[config.mk]
export PLATFORM = sky130hd
export DESIGN_NAME = rtcam_alarm_output
export DESIGN_NICKNAME = d
export VERILOG_FILES = /design/src/rtl/rtcam_pkg.sv /design/src/rtl/rtcam_alarm_output.sv
export VERILOG_INCLUDE_DIRS = /design/src /design/src/rtl
export SDC_FILE = /design/constraint.sdc
export NUM_CORES = 1
export LEC_CHECK = 0
export ABC_AREA = 1
export BUFFER_PORTS_ARGS = -buffer_cell sky130_fd_sc_hd__buf_2
export CORE_ASPECT_RATIO = 1.5
export CORE_MARGIN = 2
export CORE_UTILIZATION = 35
export CTS_CLUSTER_DIAMETER = 100
export CTS_CLUSTER_SIZE = 12
export DETAILED_ROUTE_END_ITERATION = 7
export PLACE_DENSITY = 0.49
export SYNTH_ARGS = -nofsm -noshare
export SYNTH_HDL_FRONTEND = slang
export SYNTH_SLANG_ARGS = --single-unit
[constraint.sdc]
create_clock -name clock -period 4.9 [get_ports clock]
set_input_delay 0.98 -clock clock [delete_from_list [all_inputs] [get_ports clock]]
set_output_delay 0.98 -clock clock [all_outputs]
set_load 0.005 [all_outputs]
[src/rtl/rtcam_regs.svh]
/*
 * register offsets, field positions, reset values and divider taps
 * of the alarm compare and multifunction pin block.
 * assumes byte-wide registers reached by an 8-bit register address.
 */
`ifndef RTCAM_REGS_SVH
`define RTCAM_REGS_SVH

`define RTCAM_OFF_CONTROL    8'h07
`define RTCAM_OFF_A0_SEC     8'h0A
`define RTCAM_OFF_A0_MIN     8'h0B
`define RTCAM_OFF_A0_HOUR    8'h0C
`define RTCAM_OFF_A0_WEEKDAY 8'h0D
`define RTCAM_OFF_A0_DATE    8'h0E
`define RTCAM_OFF_A0_MONTH   8'h0F
`define RTCAM_OFF_A1_SEC     8'h11
`define RTCAM_OFF_A1_MIN     8'h12
`define RTCAM_OFF_A1_HOUR    8'h13
`define RTCAM_OFF_A1_WEEKDAY 8'h14
`define RTCAM_OFF_A1_DATE    8'h15
`define RTCAM_OFF_A1_MONTH   8'h16

`define RTCAM_RST_CONTROL    8'h80
`define RTCAM_RST_WEEKDAY    8'h01
`define RTCAM_RST_DATE       8'h01
`define RTCAM_RST_MONTH      8'h01
`define RTCAM_RST_ZERO       8'h00

`define RTCAM_CTL_LEVEL      7
`define RTCAM_CTL_SQW_EN     6
`define RTCAM_CTL_A1_EN      5
`define RTCAM_CTL_A0_EN      4
`define RTCAM_CTL_EXT_CLK    3
`define RTCAM_CTL_TRIM       2

`define RTCAM_WK_POL         7
`define RTCAM_WK_FLAG        3

`define RTCAM_HOUR_FMT       6
`define RTCAM_SEC_MASK       8'h7F
`define RTCAM_HOUR_MASK      8'h3F
`define RTCAM_DATE_MASK      8'h3F
`define RTCAM_MONTH_MASK     8'h1F
`define RTCAM_WEEKDAY_MASK   8'h07

`define RTCAM_SEL_SEC        3'h0
`define RTCAM_SEL_MIN        3'h1
`define RTCAM_SEL_HOUR       3'h2
`define RTCAM_SEL_WEEKDAY    3'h3
`define RTCAM_SEL_DATE       3'h4
`define RTCAM_SEL_ALL        3'h7

`define RTCAM_RATE_1HZ       2'h0
`define RTCAM_RATE_4K        2'h1
`define RTCAM_RATE_8K        2'h2
`define RTCAM_RATE_FULL      2'h3

`define RTCAM_TAP_DIV4       1
`define RTCAM_TAP_DIV8       2
`define RTCAM_TAP_64HZ       8
`define RTCAM_TAP_1HZ        14

`endif

[src/rtl/rtcam_pkg.sv]
/*
 * types of the alarm compare and multifunction pin block.
 * assumes nothing beyond a SystemVerilog compiler.
 */
package rtcam_pkg;

    typedef enum logic [2:0] {
        RTCAM_MODE_GPIO  = 3'b001,
        RTCAM_MODE_ALARM = 3'b010,
        RTCAM_MODE_SQW   = 3'b100
    } rtcam_mode_type;

endpackage : rtcam_pkg

[src/rtl/rtcam_alarm_output.sv]
/*
 * alarm compare registers, sticky match flags and the open-drain
 * multifunction pin multiplexer of a real-time clock.
 * assumes the serial front end gives one-cycle register strobes, the
 * timekeeping counters give a one-cycle update pulse with BCD values,
 * and the oscillator level and trim strobes are synchronous to clock.
 */
// Operation
// - polarity bit 1 makes asserted pin high, 0 makes it low
// - match select picks seconds, minutes, hours, weekday, date or all
// - hours compare honours 12-hour or 24-hour format
// - flag sets on match and stays until host clears it
// - flag cleared during a lasting match sets again
// - writes never set flag; a write to that alarm's own weekday register clears it
// - weekday field is bits 2-0, values 1 to 7, meaning host-defined
// - date register holds tens 0-3 and ones; bits 7-6 read zero
// - month register holds tens bit and ones; bits 7-5 read zero
// - square wave enable wins, then alarm enables, else general output
// - pin is open drain: pulls low or releases only
// - general output mode pin follows level bit; ignored elsewhere
// - each alarm has its own enable bit
// - external clock select bit opens the crystal input clock path
// - coarse trim with square wave outputs trimmed 64 Hz, ignores rate
// - rate select 00=1 Hz, 01=4.096k, 10=8.192k, 11=32.768 kHz
// - square wave divides oscillator by 1, 4, 8 or 32768
// - trimming affects divided outputs; full-rate output passes untrimmed
// - single alarm: pin is flag, or inverse when polarity is 0
// - dual alarm: OR of flags, or inverted AND when polarity is 0
`include "rtcam_regs.svh"

module rtcam_alarm_output
    import rtcam_pkg::*;
#(
    parameter int DIV_WIDTH = 15
) (
    input  wire logic       clock,
    input  wire logic       reset_n,
    input  wire logic       reg_write,
    input  wire logic       reg_read,
    input  wire logic [7:0] reg_addr,
    input  wire logic [7:0] reg_wdata,
    output logic      [7:0] reg_rdata,
    input  wire logic       time_update,
    input  wire logic [7:0] time_seconds,
    input  wire logic [7:0] time_minutes,
    input  wire logic [7:0] time_hours,
    input  wire logic [7:0] time_weekday,
    input  wire logic [7:0] time_date,
    input  wire logic [7:0] time_month,
    input  wire logic       osc_level,
    input  wire logic       trim_add,
    input  wire logic       trim_drop,
    output logic            multifunction_output_pin_out,
    output logic            multifunction_output_pin_oe,
    output logic            external_clock_input_select,
    output logic            first_alarm_flag,
    output logic            second_alarm_flag
);

    logic           reset_meta_n;
    logic           rst_n;
    logic [7:0]     rtc_control;
    logic           alarm_output_polarity;
    logic [2:0]     alarm_match_select [2];
    logic [2:0]     weekday_value      [2];
    logic [7:0]     alarm_seconds      [2];
    logic [7:0]     alarm_minutes      [2];
    logic [7:0]     alarm_hours        [2];
    logic [7:0]     alarm_date         [2];
    logic [7:0]     alarm_month        [2];
    logic [1:0]     alarm_match_flag;
    logic [1:0]     match_now;
    logic [1:0]     weekday_write;
    logic           hour_format;
    logic           osc_prev;
    logic           osc_rise;
    logic [DIV_WIDTH-1:0] div_count;
    logic           sqw_level;
    logic           alarm_level;
    logic           next_pin_level;
    logic [7:0]     next_rdata;
    rtcam_mode_type mode;

    // async assert, release through two flops
    always_ff @(posedge clock or negedge reset_n) begin
        if (!reset_n) begin
            reset_meta_n <= 1'b0;
            rst_n        <= 1'b0;
        end else begin
            reset_meta_n <= 1'b1;
            rst_n        <= reset_meta_n;
        end
    end

    assign hour_format = time_hours[`RTCAM_HOUR_FMT];
    assign weekday_write[0] = reg_write && reg_addr == `RTCAM_OFF_A0_WEEKDAY;
    assign weekday_write[1] = reg_write && reg_addr == `RTCAM_OFF_A1_WEEKDAY;

    always_ff @(posedge clock or negedge rst_n) begin
        if (!rst_n) begin
            rtc_control <= `RTCAM_RST_CONTROL;
        end else if (reg_write && reg_addr == `RTCAM_OFF_CONTROL) begin
            rtc_control <= reg_wdata;
        end
    end

    // either weekday register writes the same polarity bit
    always_ff @(posedge clock or negedge rst_n) begin
        if (!rst_n) begin
            alarm_output_polarity <= 1'b0;
        end else if (|weekday_write) begin
            alarm_output_polarity <= reg_wdata[`RTCAM_WK_POL];
        end
    end

    genvar g;
    generate
        for (g = 0; g < 2; g++) begin : g_alarm
            logic [7:0] off_sec;
            logic [7:0] off_min;
            logic [7:0] off_hour;
            logic [7:0] off_date;
            logic [7:0] off_month;
            logic       sec_eq;
            logic       min_eq;
            logic       hour_eq;
            logic       wk_eq;
            logic       date_eq;
            logic       month_eq;
            logic       enabled;

            assign off_sec   = g ? `RTCAM_OFF_A1_SEC   : `RTCAM_OFF_A0_SEC;
            assign off_min   = g ? `RTCAM_OFF_A1_MIN   : `RTCAM_OFF_A0_MIN;
            assign off_hour  = g ? `RTCAM_OFF_A1_HOUR  : `RTCAM_OFF_A0_HOUR;
            assign off_date  = g ? `RTCAM_OFF_A1_DATE  : `RTCAM_OFF_A0_DATE;
            assign off_month = g ? `RTCAM_OFF_A1_MONTH : `RTCAM_OFF_A0_MONTH;
            assign enabled   = g ? rtc_control[`RTCAM_CTL_A1_EN]
                                 : rtc_control[`RTCAM_CTL_A0_EN];

            // unused bits are dropped on write so they read zero
            always_ff @(posedge clock or negedge rst_n) begin
                if (!rst_n) begin
                    alarm_seconds[g]      <= `RTCAM_RST_ZERO;
                    alarm_minutes[g]      <= `RTCAM_RST_ZERO;
                    alarm_hours[g]        <= `RTCAM_RST_ZERO;
                    alarm_date[g]         <= `RTCAM_RST_DATE;
                    alarm_month[g]        <= `RTCAM_RST_MONTH;
                    alarm_match_select[g] <= 3'h0;
                    weekday_value[g]      <= 3'h1;
                end else if (reg_write) begin
                    if (reg_addr == off_sec) begin
                        alarm_seconds[g] <= reg_wdata & `RTCAM_SEC_MASK;
                    end else if (reg_addr == off_min) begin
                        alarm_minutes[g] <= reg_wdata & `RTCAM_SEC_MASK;
                    end else if (reg_addr == off_hour) begin
                        alarm_hours[g] <= reg_wdata & `RTCAM_HOUR_MASK;
                    end else if (reg_addr == off_date) begin
                        alarm_date[g] <= reg_wdata & `RTCAM_DATE_MASK;
                    end else if (reg_addr == off_month) begin
                        alarm_month[g] <= reg_wdata & `RTCAM_MONTH_MASK;
                    end else if (weekday_write[g]) begin
                        alarm_match_select[g] <= reg_wdata[6:4];
                        weekday_value[g]      <= reg_wdata[2:0];
                    end
                end
            end

            // 12-hour codes carry AM/PM in bit 5, so bits 5-0 compare
            // in both formats; the format bit is the timekeeping one
            assign sec_eq   = (time_seconds & `RTCAM_SEC_MASK)
                              == alarm_seconds[g];
            assign min_eq   = (time_minutes & `RTCAM_SEC_MASK)
                              == alarm_minutes[g];
            assign hour_eq  = (time_hours & `RTCAM_HOUR_MASK)
                              == alarm_hours[g];
            assign wk_eq    = time_weekday[2:0] == weekday_value[g];
            assign date_eq  = (time_date & `RTCAM_DATE_MASK) == alarm_date[g];
            assign month_eq = (time_month & `RTCAM_MONTH_MASK)
                              == alarm_month[g];

            // reserved codes never match; host must avoid them
            always_ff @(posedge clock or negedge rst_n) begin
                if (!rst_n) begin
                    match_now[g] <= 1'b0;
                end else if (!enabled) begin
                    match_now[g] <= 1'b0;
                end else if (time_update) begin
                    case (alarm_match_select[g])
                        `RTCAM_SEL_SEC:   match_now[g] <= sec_eq;
                        `RTCAM_SEL_MIN:   match_now[g] <= min_eq;
                        `RTCAM_SEL_HOUR:  match_now[g] <= hour_eq;
                        `RTCAM_SEL_WEEKDAY: match_now[g] <= wk_eq;
                        `RTCAM_SEL_DATE:  match_now[g] <= date_eq;
                        `RTCAM_SEL_ALL:   match_now[g] <= sec_eq && min_eq
                            && hour_eq && wk_eq && date_eq && month_eq;
                        default:          match_now[g] <= 1'b0;
                    endcase
                end
            end

            // set wins over the clearing write, so a lasting match
            // re-raises the flag at once
            always_ff @(posedge clock or negedge rst_n) begin
                if (!rst_n) begin
                    alarm_match_flag[g] <= 1'b0;
                end else if (match_now[g]) begin
                    alarm_match_flag[g] <= 1'b1;
                end else if (weekday_write[g]) begin
                    alarm_match_flag[g] <= 1'b0;
                end
            end
        end
    endgenerate

    // read mux, answered one cycle after the strobe
    always_comb begin
        next_rdata = 8'h00;
        if (reg_addr == `RTCAM_OFF_CONTROL) begin
            next_rdata = rtc_control;
        end else if (reg_addr == `RTCAM_OFF_A0_SEC) begin
            next_rdata = alarm_seconds[0];
        end else if (reg_addr == `RTCAM_OFF_A0_MIN) begin
            next_rdata = alarm_minutes[0];
        end else if (reg_addr == `RTCAM_OFF_A0_HOUR) begin
            next_rdata = alarm_hours[0];
            next_rdata[`RTCAM_HOUR_FMT] = hour_format;
        end else if (reg_addr == `RTCAM_OFF_A0_WEEKDAY) begin
            next_rdata = {alarm_output_polarity, alarm_match_select[0],
                          alarm_match_flag[0], weekday_value[0]};
        end else if (reg_addr == `RTCAM_OFF_A0_DATE) begin
            next_rdata = alarm_date[0];
        end else if (reg_addr == `RTCAM_OFF_A0_MONTH) begin
            next_rdata = alarm_month[0];
        end else if (reg_addr == `RTCAM_OFF_A1_SEC) begin
            next_rdata = alarm_seconds[1];
        end else if (reg_addr == `RTCAM_OFF_A1_MIN) begin
            next_rdata = alarm_minutes[1];
        end else if (reg_addr == `RTCAM_OFF_A1_HOUR) begin
            next_rdata = alarm_hours[1];
            next_rdata[`RTCAM_HOUR_FMT] = hour_format;
        end else if (reg_addr == `RTCAM_OFF_A1_WEEKDAY) begin
            next_rdata = {alarm_output_polarity, alarm_match_select[1],
                          alarm_match_flag[1], weekday_value[1]};
        end else if (reg_addr == `RTCAM_OFF_A1_DATE) begin
            next_rdata = alarm_date[1];
        end else if (reg_addr == `RTCAM_OFF_A1_MONTH) begin
            next_rdata = alarm_month[1];
        end
    end

    always_ff @(posedge clock or negedge rst_n) begin
        if (!rst_n) begin
            reg_rdata <= 8'h00;
        end else if (reg_read) begin
            reg_rdata <= next_rdata;
        end
    end

    // postscaler counts oscillator rising edges; trim_add adds one count and
    // trim_drop swallows one only in a rising-edge cycle, so only the divided taps see trimming
    assign osc_rise = osc_level && !osc_prev;

    always_ff @(posedge clock or negedge rst_n) begin
        if (!rst_n) begin
            osc_prev  <= 1'b0;
            div_count <= '0;
        end else begin
            osc_prev <= osc_level;
            if (trim_add && !trim_drop) begin
                div_count <= div_count + (osc_rise ? DIV_WIDTH'(2)
                                                   : DIV_WIDTH'(1));
            end else if (trim_drop && !trim_add) begin
                div_count <= div_count;
            end else if (osc_rise) begin
                div_count <= div_count + DIV_WIDTH'(1);
            end
        end
    end

    always_comb begin
        if (rtc_control[`RTCAM_CTL_TRIM]) begin
            sqw_level = div_count[`RTCAM_TAP_64HZ];
        end else begin
            case (rtc_control[1:0])
                `RTCAM_RATE_1HZ:  sqw_level = div_count[`RTCAM_TAP_1HZ];
                `RTCAM_RATE_4K:   sqw_level = div_count[`RTCAM_TAP_DIV8];
                `RTCAM_RATE_8K:   sqw_level = div_count[`RTCAM_TAP_DIV4];
                default:          sqw_level = osc_level;
            endcase
        end
    end

    always_comb begin
        if (rtc_control[`RTCAM_CTL_SQW_EN]) begin
            mode = RTCAM_MODE_SQW;
        end else if (rtc_control[`RTCAM_CTL_A0_EN]
                     || rtc_control[`RTCAM_CTL_A1_EN]) begin
            mode = RTCAM_MODE_ALARM;
        end else begin
            mode = RTCAM_MODE_GPIO;
        end
    end

    always_comb begin
        case (rtc_control[`RTCAM_CTL_A1_EN:`RTCAM_CTL_A0_EN])
            2'b01:   alarm_level = alarm_match_flag[0];
            2'b10:   alarm_level = alarm_match_flag[1];
            default: alarm_level = alarm_output_polarity
                         ? |alarm_match_flag : &alarm_match_flag;
        endcase
    end

    always_comb begin
        case (mode)
            RTCAM_MODE_SQW:   next_pin_level = sqw_level;
            RTCAM_MODE_ALARM: next_pin_level =
                alarm_output_polarity ? alarm_level : !alarm_level;
            default: next_pin_level = rtc_control[`RTCAM_CTL_LEVEL];
        endcase
    end

    // a high level only releases the line; the pull-up makes it high
    always_ff @(posedge clock or negedge rst_n) begin
        if (!rst_n) begin
            multifunction_output_pin_out <= 1'b0;
            multifunction_output_pin_oe  <= 1'b0;
        end else begin
            multifunction_output_pin_out <= 1'b0;
            multifunction_output_pin_oe  <= !next_pin_level;
        end
    end

    always_ff @(posedge clock or negedge rst_n) begin
        if (!rst_n) begin
            external_clock_input_select <= 1'b0;
            first_alarm_flag            <= 1'b0;
            second_alarm_flag           <= 1'b0;
        end else begin
            external_clock_input_select <= rtc_control[`RTCAM_CTL_EXT_CLK];
            first_alarm_flag            <= alarm_match_flag[0];
            second_alarm_flag           <= alarm_match_flag[1];
        end
    end
endmodule : rtcam_alarm_output

# After elaboration in Yosys (flattened, before gate mapping)
# Cells that the tools add are included.
classes:
  n_addsub: 2
  mul: 0
  div: 0
  magnitude_cmp: 0
  n_eq_ne: 44
  shifts: 0
  muxes: 35
  n_bitwise: 10
  reduce_logical: 44
op_table:
  columns: ["op", "n"]
  rows:
  - ["$mux W8", 11]
  - ["$eq A8 B4 Y1 const B", 6]
  - ["$eq A8 B5 Y1 const B", 6]
  - ["$mux W15", 3]
  - ["$eq A7 B7 Y1", 4]
  - ["$eq A6 B6 Y1", 4]
  - ["$logic_and A1 B1 Y1", 16]
  - ["$add A15 B1 Y15 const B", 1]
  - ["$add A15 B2 Y15", 1]
  - ["$eq A3 B2 Y1 const B", 5]
  - ["$eq A3 B3 Y1 const B", 5]
  - ["$reduce_and A7 Y1", 2]
  - ["$pmux W1 S6", 2]
  - ["$reduce_and A6 Y1", 2]
  - ["$mux W1", 11]
  - ["$eq A5 B5 Y1", 2]
  - ["$not A1 Y1", 10]
  - ["$reduce_and A5 Y1", 2]
  - ["$eq A8 B3 Y1 const B", 1]
  - ["$reduce_and A2 Y1", 4]
  - ["$reduce_and A4 Y1", 2]
  - ["$eq A3 B1 Y1 const B", 2]
  - ["$eq A3 B3 Y1", 2]
  - ["$logic_not A3 Y1", 2]
  - ["15 further kinds", 29]
word_totals:
  ff_bits: 117
  latchBits: 0
  mem_bits_rw: 0
  rom_bits: 0
  in_bits: 72
  wordCells: 164
  memories: 0

# Logic depth before layout (Yosys ltp)
logic_depth:
  word_depth: 14
  depth_mapped: 13
  ltp_nobuf: 13

# Worst setup path after synthesis
# Ideal clock, no wire load.
synth_path:
  path_type: "in2reg"
  startpoint: "input trim_drop"
  endpoint: "register div_count[14]"
  setup_ns: 0.079
  arrival_time_ns: 2.529
  setup_slack_ns: 2.292
  path_stages: 11
  n_path_buf: 0
  cell_sequence: "inv_1 -> nand2_1 -> nor3_1 -> inv_1 -> ha_1 -> inv_1 -> fa_1 -> nor2_1 -> nand4_1 -> nor4_1 -> xor2_1"
synth_via:
  elab_chain_len: 4
synth_lines:
  columns: ["element", "line_no", "source"]
  rows:
  - ["start: declaration", "rtcam_alarm_output.sv:52", "input wire logic trim_drop,"]
  - ["$logic_not A1 Y1", "rtcam_alarm_output.sv:269", "if (trim_add && !trim_drop) begin"]
  - ["$logic_and A1 B1 Y1", "rtcam_alarm_output.sv:269", null]
  - ["$ne A2 B2 Y1 (no line) / $reduce_bool A2 Y1 (equally long branches)", null, null]
  - ["$reduce_and A2 Y1 (no line)", null, null]
  - ["end signal: assignment", "rtcam_alarm_output.sv:270", "div_count <= div_count + (osc_rise ? DIV_WIDTH'(2)"]
  - ["end signal: assignment", "rtcam_alarm_output.sv:273", "div_count <= div_count;"]
  - ["end signal: assignment", "rtcam_alarm_output.sv:275", "div_count <= div_count + DIV_WIDTH'(1);"]
  - ["end: declaration", "rtcam_alarm_output.sv:77", "logic [DIV_WIDTH-1:0] div_count;"]
# Several ways; a longest one is shown, not always the timed one.
# A chain may end at the register's enable or synchronous reset.

# Worst setup path in the final report
layout_path:
  startpoint: "input reg_addr[5]"
  endpoint: "register alarm_date[0] in the netlist's numbering"
layout_via:
  elab_chain_len: 3
layout_lines:
  columns: ["element", "line_no", "source"]
  rows:
  - ["start: declaration", "rtcam_alarm_output.sv:40", "input wire logic [7:0] reg_addr,"]
  - ["$eq A8 B5 Y1 (on tied branches)", "rtcam_alarm_output.sv:153, rtcam_alarm_output.sv:151, rtcam_alarm_output.sv:155", null]
  - ["$not A1 Y1 (no line)", null, null]
  - ["$reduce_and A5 Y1 (no line) *", null, null]
  - ["end signal: indexed assignment", "rtcam_alarm_output.sv:146", "alarm_date[g] <= `RTCAM_RST_DATE;"]
  - ["end signal: indexed assignment", "rtcam_alarm_output.sv:158", "alarm_date[g] <= reg_wdata & `RTCAM_DATE_MASK;"]
  - ["end: declaration", "rtcam_alarm_output.sv:69", "logic [7:0] alarm_date [2];"]
# Mark *: on every way between the ends. The rest lies on a longest branch, timed or not.

==> impl_results.md <==
* Final Skew at 0.006151 ns
* Initial antenna violation count at 0
* Top-count cell post-synth: nand2_1
* PortBufs at 70
* Mapped cell area at 6449 µm²
* Arr. time, crit path at ~3 ns
* Drt wl/cell at 18.39 µm
* H-tree depth at 4
* Share of total power in sequential cells at 0.394
* Post-CTS Resized at 0
* YS warnings at 0
* Critical path's largest stage delay at 0.59 ns
* Multi-input logic area at 3085 µm²
* Clock power share at 0.501
* Switching Power at about 0.71 mW
* GPL Wtd Cong at 0.9035
* Critical Path RT at approximately 5.2 ns
* Initial DRT Pass Iterations at 7
* Syn Area/Cell at ~7.8 µm²
* GRT overflow at 0
* Final hold vios at 0
* Die area at between 15000 and 20000 µm²
* CTS Buf Count at 17
* Comb pwr share at 0.105
* Internal power at 2.101 mW
* Buf/Inv on CP at 3
* Crit path top cell by count: nand2_1
* DIE HEIGHT at 170.2 µm
* Vias in the first global route at 5684
* Antenna fix cells at 0
* Fin cells at 1130
* Ys flop type: dfrtp_1
* Sequential fraction of the synthesis area at 0.4554
* Leak at 3.736 nW
* Layout area overhead at 18.90%
* Setup slack, reg-to-reg at between 2 and 3 ns
* Clock Tree Root: clkbuf_16
* Peak Freq at ~370 MHz
* Initial drt markers at 273
* Synth cell types at 43
* Post-synth top area share at 0.4269
* Crit path launch type: input pin
* Fillers at 1901
* Detail Route Antenna Nets at 0
* Async SR Flop Fraction at 1.000
* Post-route DRC at 0
* Worst-path cell chain: buf_2, inv_1, nand2_1, nor2_2, nand2_1, inv_2, nor2_1, nand4_1, nand2_1, o21ai_1
* Net count, final at 978
* Hold WC Path Type: input pin to async pin
* Critical setup path kind: input pin to flop
* Initial Util at 0.3579
* Io pins at 85
* Peak supply drop at 0.2487 mV
* Cell taking the most area after synthesis: dfrtp_1
* Cts hold-fix bufs at 0
* Family with the most delay on the worst path: simple AND/OR/NAND/NOR gates
* Post-synth top cells: nand2_1, dfrtp_1, inv_1
* Seq cells post-synth at 117
* # Post-CTS Setup Buffers at 0
* Max-cap viol count at 0
* TritonCTS clock tree: built
* Post-synth EDFFs at 0
* Crit end category: flop
* Total Routing Usage GR at 0.2239
* Power Density at 367.2 nW/µm²
* Crit-path slowest cell: nor2_2
* Synth Net Count at between 900 and 1000
* Clock tree buffer depth at 2
* First-pass GRT wire length at 32110 µm
* RSZ-0062 raised after global routing: no
* Worst-path clk slew at 0.06 ns
* Final setup fails at 0
* Largest net degree at the start of global routing at between 60 and 70
* Part of the cycle the worst path needs at 0.5459
* Worst slew pin tran at 0.9311 ns
* Layout cells sized above 1 at 0.1512
* Avg Vias per Cell at a little under 5
* Storage element area at 2940 µm²
* Post-synthesis cell count at 829
* Slew Limit Fails at 0
* Skew-Pair Late Insertion Delay at between 0.4 and 0.5 ns
* Setup TNS at 0 ns
* Final WL at 20780 µm
* Num rows at 60
* Clock sink count at 117
* Die W at 114.8 µm
* DR vias at roughly 5600
* Synth top area cells: dfrtp_1, nand2_1, xor2_1
* Placed cells at 1098
* Core box area at between 15000 and 20000 µm²
* Max-slew headroom at the worst pin at 0.3793
* Status: finished clean
* Post-layout minimum cycle time at 2.675 ns
* Switching part of the total power at 0.2536
* Post-DP HPWL at 15900 µm
* Max FO, Critical Path at 19
==> power by group through the flow <==
stage / Clock (mW) / Combinational [mW] / Sequential, mW
2_1_floorplan: 0 / 0.183 / 1.12
3_3_place_gp: 0 / 0.298 / 1.12
3_5_place_dp: 0 / 0.301 / 1.12
4_1_cts: 1.44 / 0.302 / 1.11
5_1_grt: 1.47 / 0.342 / 1.12
6_report: 1.41 / 0.296 / 1.11
==> metal layers <==
metal / share of wire / global-route usage / routed length (µm) / vias up
met4: 0.027 / 0.08539 / 561 / 0
li1: - / - / - / 2800
met1: 0.42 / 0.2608 / 8667 / 2669
met5: 0 / 0 / 0 / -
met2: 0.52 / 0.4060 / 10860 / 109
met3: 0.033 / 0.03775 / 690 / 34
==> cell type report <==
class,count,area share
Tap cell,217,0.03541
Timing Repair Buffer,72,0.04765
Multi-Input combinational cell,602,0.4024
Sequential cell,117,0.3835
Clock buffer,21,0.06136
Clock inverter,11,0.02562
Inverter,90,0.04406
==> cells in the final DEF, fill, tap and decap left out, types with 2 or more instances in the layout <==
cell / netlist / final
a211oi_1: 2 / 2
a21oi_1: 19 / 19
a22o_1: 2 / 2
a22oi_1: 2 / 2
buf_2: 5 / 70
buf_4: 2 / 2
bufinv_16: 0 / 5
clkbuf_16: 0 / 17
clkbuf_8: 0 / 3
clkinv_4: 0 / 2
clkinvlp_4: 0 / 2
conb_1: 2 / 2
dfrtp_1: 110 / 109
dfstp_2: 7 / 7
ha_1: 5 / 5
inv_1: 80 / 80
inv_2: 10 / 10
nand2_1: 221 / 221
nand2_2: 2 / 2
nand3_1: 41 / 41
nand3_2: 2 / 2
nand4_1: 17 / 17
nor2_1: 72 / 72
nor2_2: 3 / 3
nor3_1: 15 / 15
o21ai_0: 61 / 61
o21ai_1: 44 / 44
o21bai_1: 2 / 2
o22ai_1: 2 / 2
or2_2: 5 / 5
xnor2_1: 24 / 24
xor2_1: 44 / 44
==> stage by stage <==
stage / setup slack [ns] / hold slack, ns / utilization / power [mW] / cell area [µm²]
after floorplan: 1.411 / 0.3312 / - / 1.302 / 6449
after global placement: 1.750 / 0.3354 / 0.3885 / 1.421 / 7000
after detailed placement: 1.757 / 0.3419 / 0.3885 / 1.425 / 7000
after CTS: 2.180 / 0.3138 / 0.4256 / 2.847 / 7667
after global routing: 1.912 / 0.3143 / 0.4256 / 2.934 / 7667
final: 2.225 / 0.3292 / 0.4256 / 2.815 / 7667
==> sequential cells by signal (all words and copies together) (netlist names) <==
signal,flops
alarm_date,12
alarm_hours,12
alarm_match_flag,2
alarm_match_select,6
alarm_minutes,14
alarm_month,10
alarm_output_polarity,1
alarm_seconds,14
div_count,15
external_clock_input_select,1
first_alarm_flag,1
match_now,2
multifunction_output_pin_oe,1
osc_prev,1
reg_rdata,8
reset_meta_n,1
rst_n,1
rtc_control,8
second_alarm_flag,1
weekday_value,6
==> path summary, 6_finish.rpt <==
kind	from	to	depth (start not counted)
min reg2reg	reset_meta_n$_DFF_PN0_	rst_n$_DFF_PN0_	0
min	reset_n	rst_n$_DFF_PN0_	1
max in group asynchronous	rst_n$_DFF_PN0_	alarm_minutes[3]$_DFFE_PN0P_	1
max	reg_addr[5]	alarm_date[0]$_DFFE_PN1P_	10
min in group clock	reset_meta_n$_DFF_PN0_	rst_n$_DFF_PN0_	0
max reg2reg	osc_prev$_DFF_PN0_	div_count[14]$_DFFE_PN0P_	9
==> logic make-up after synthesis <==
| family | synth area share |
|---|---|
| other | 0.001165 |
| AO/OA/AOI/OAI | 0.1118 |
| multiplexers | 0.001746 |
| adder cells (fa/ha/maj) | 0.01281 |
| buffers and inverters | 0.06616 |
| XOR/XNOR | 0.09236 |
| flip-flops | 0.4554 |
| AND/OR/NAND/NOR | 0.2586 |
No activity file was read; power rests on OpenSTA's default activity.
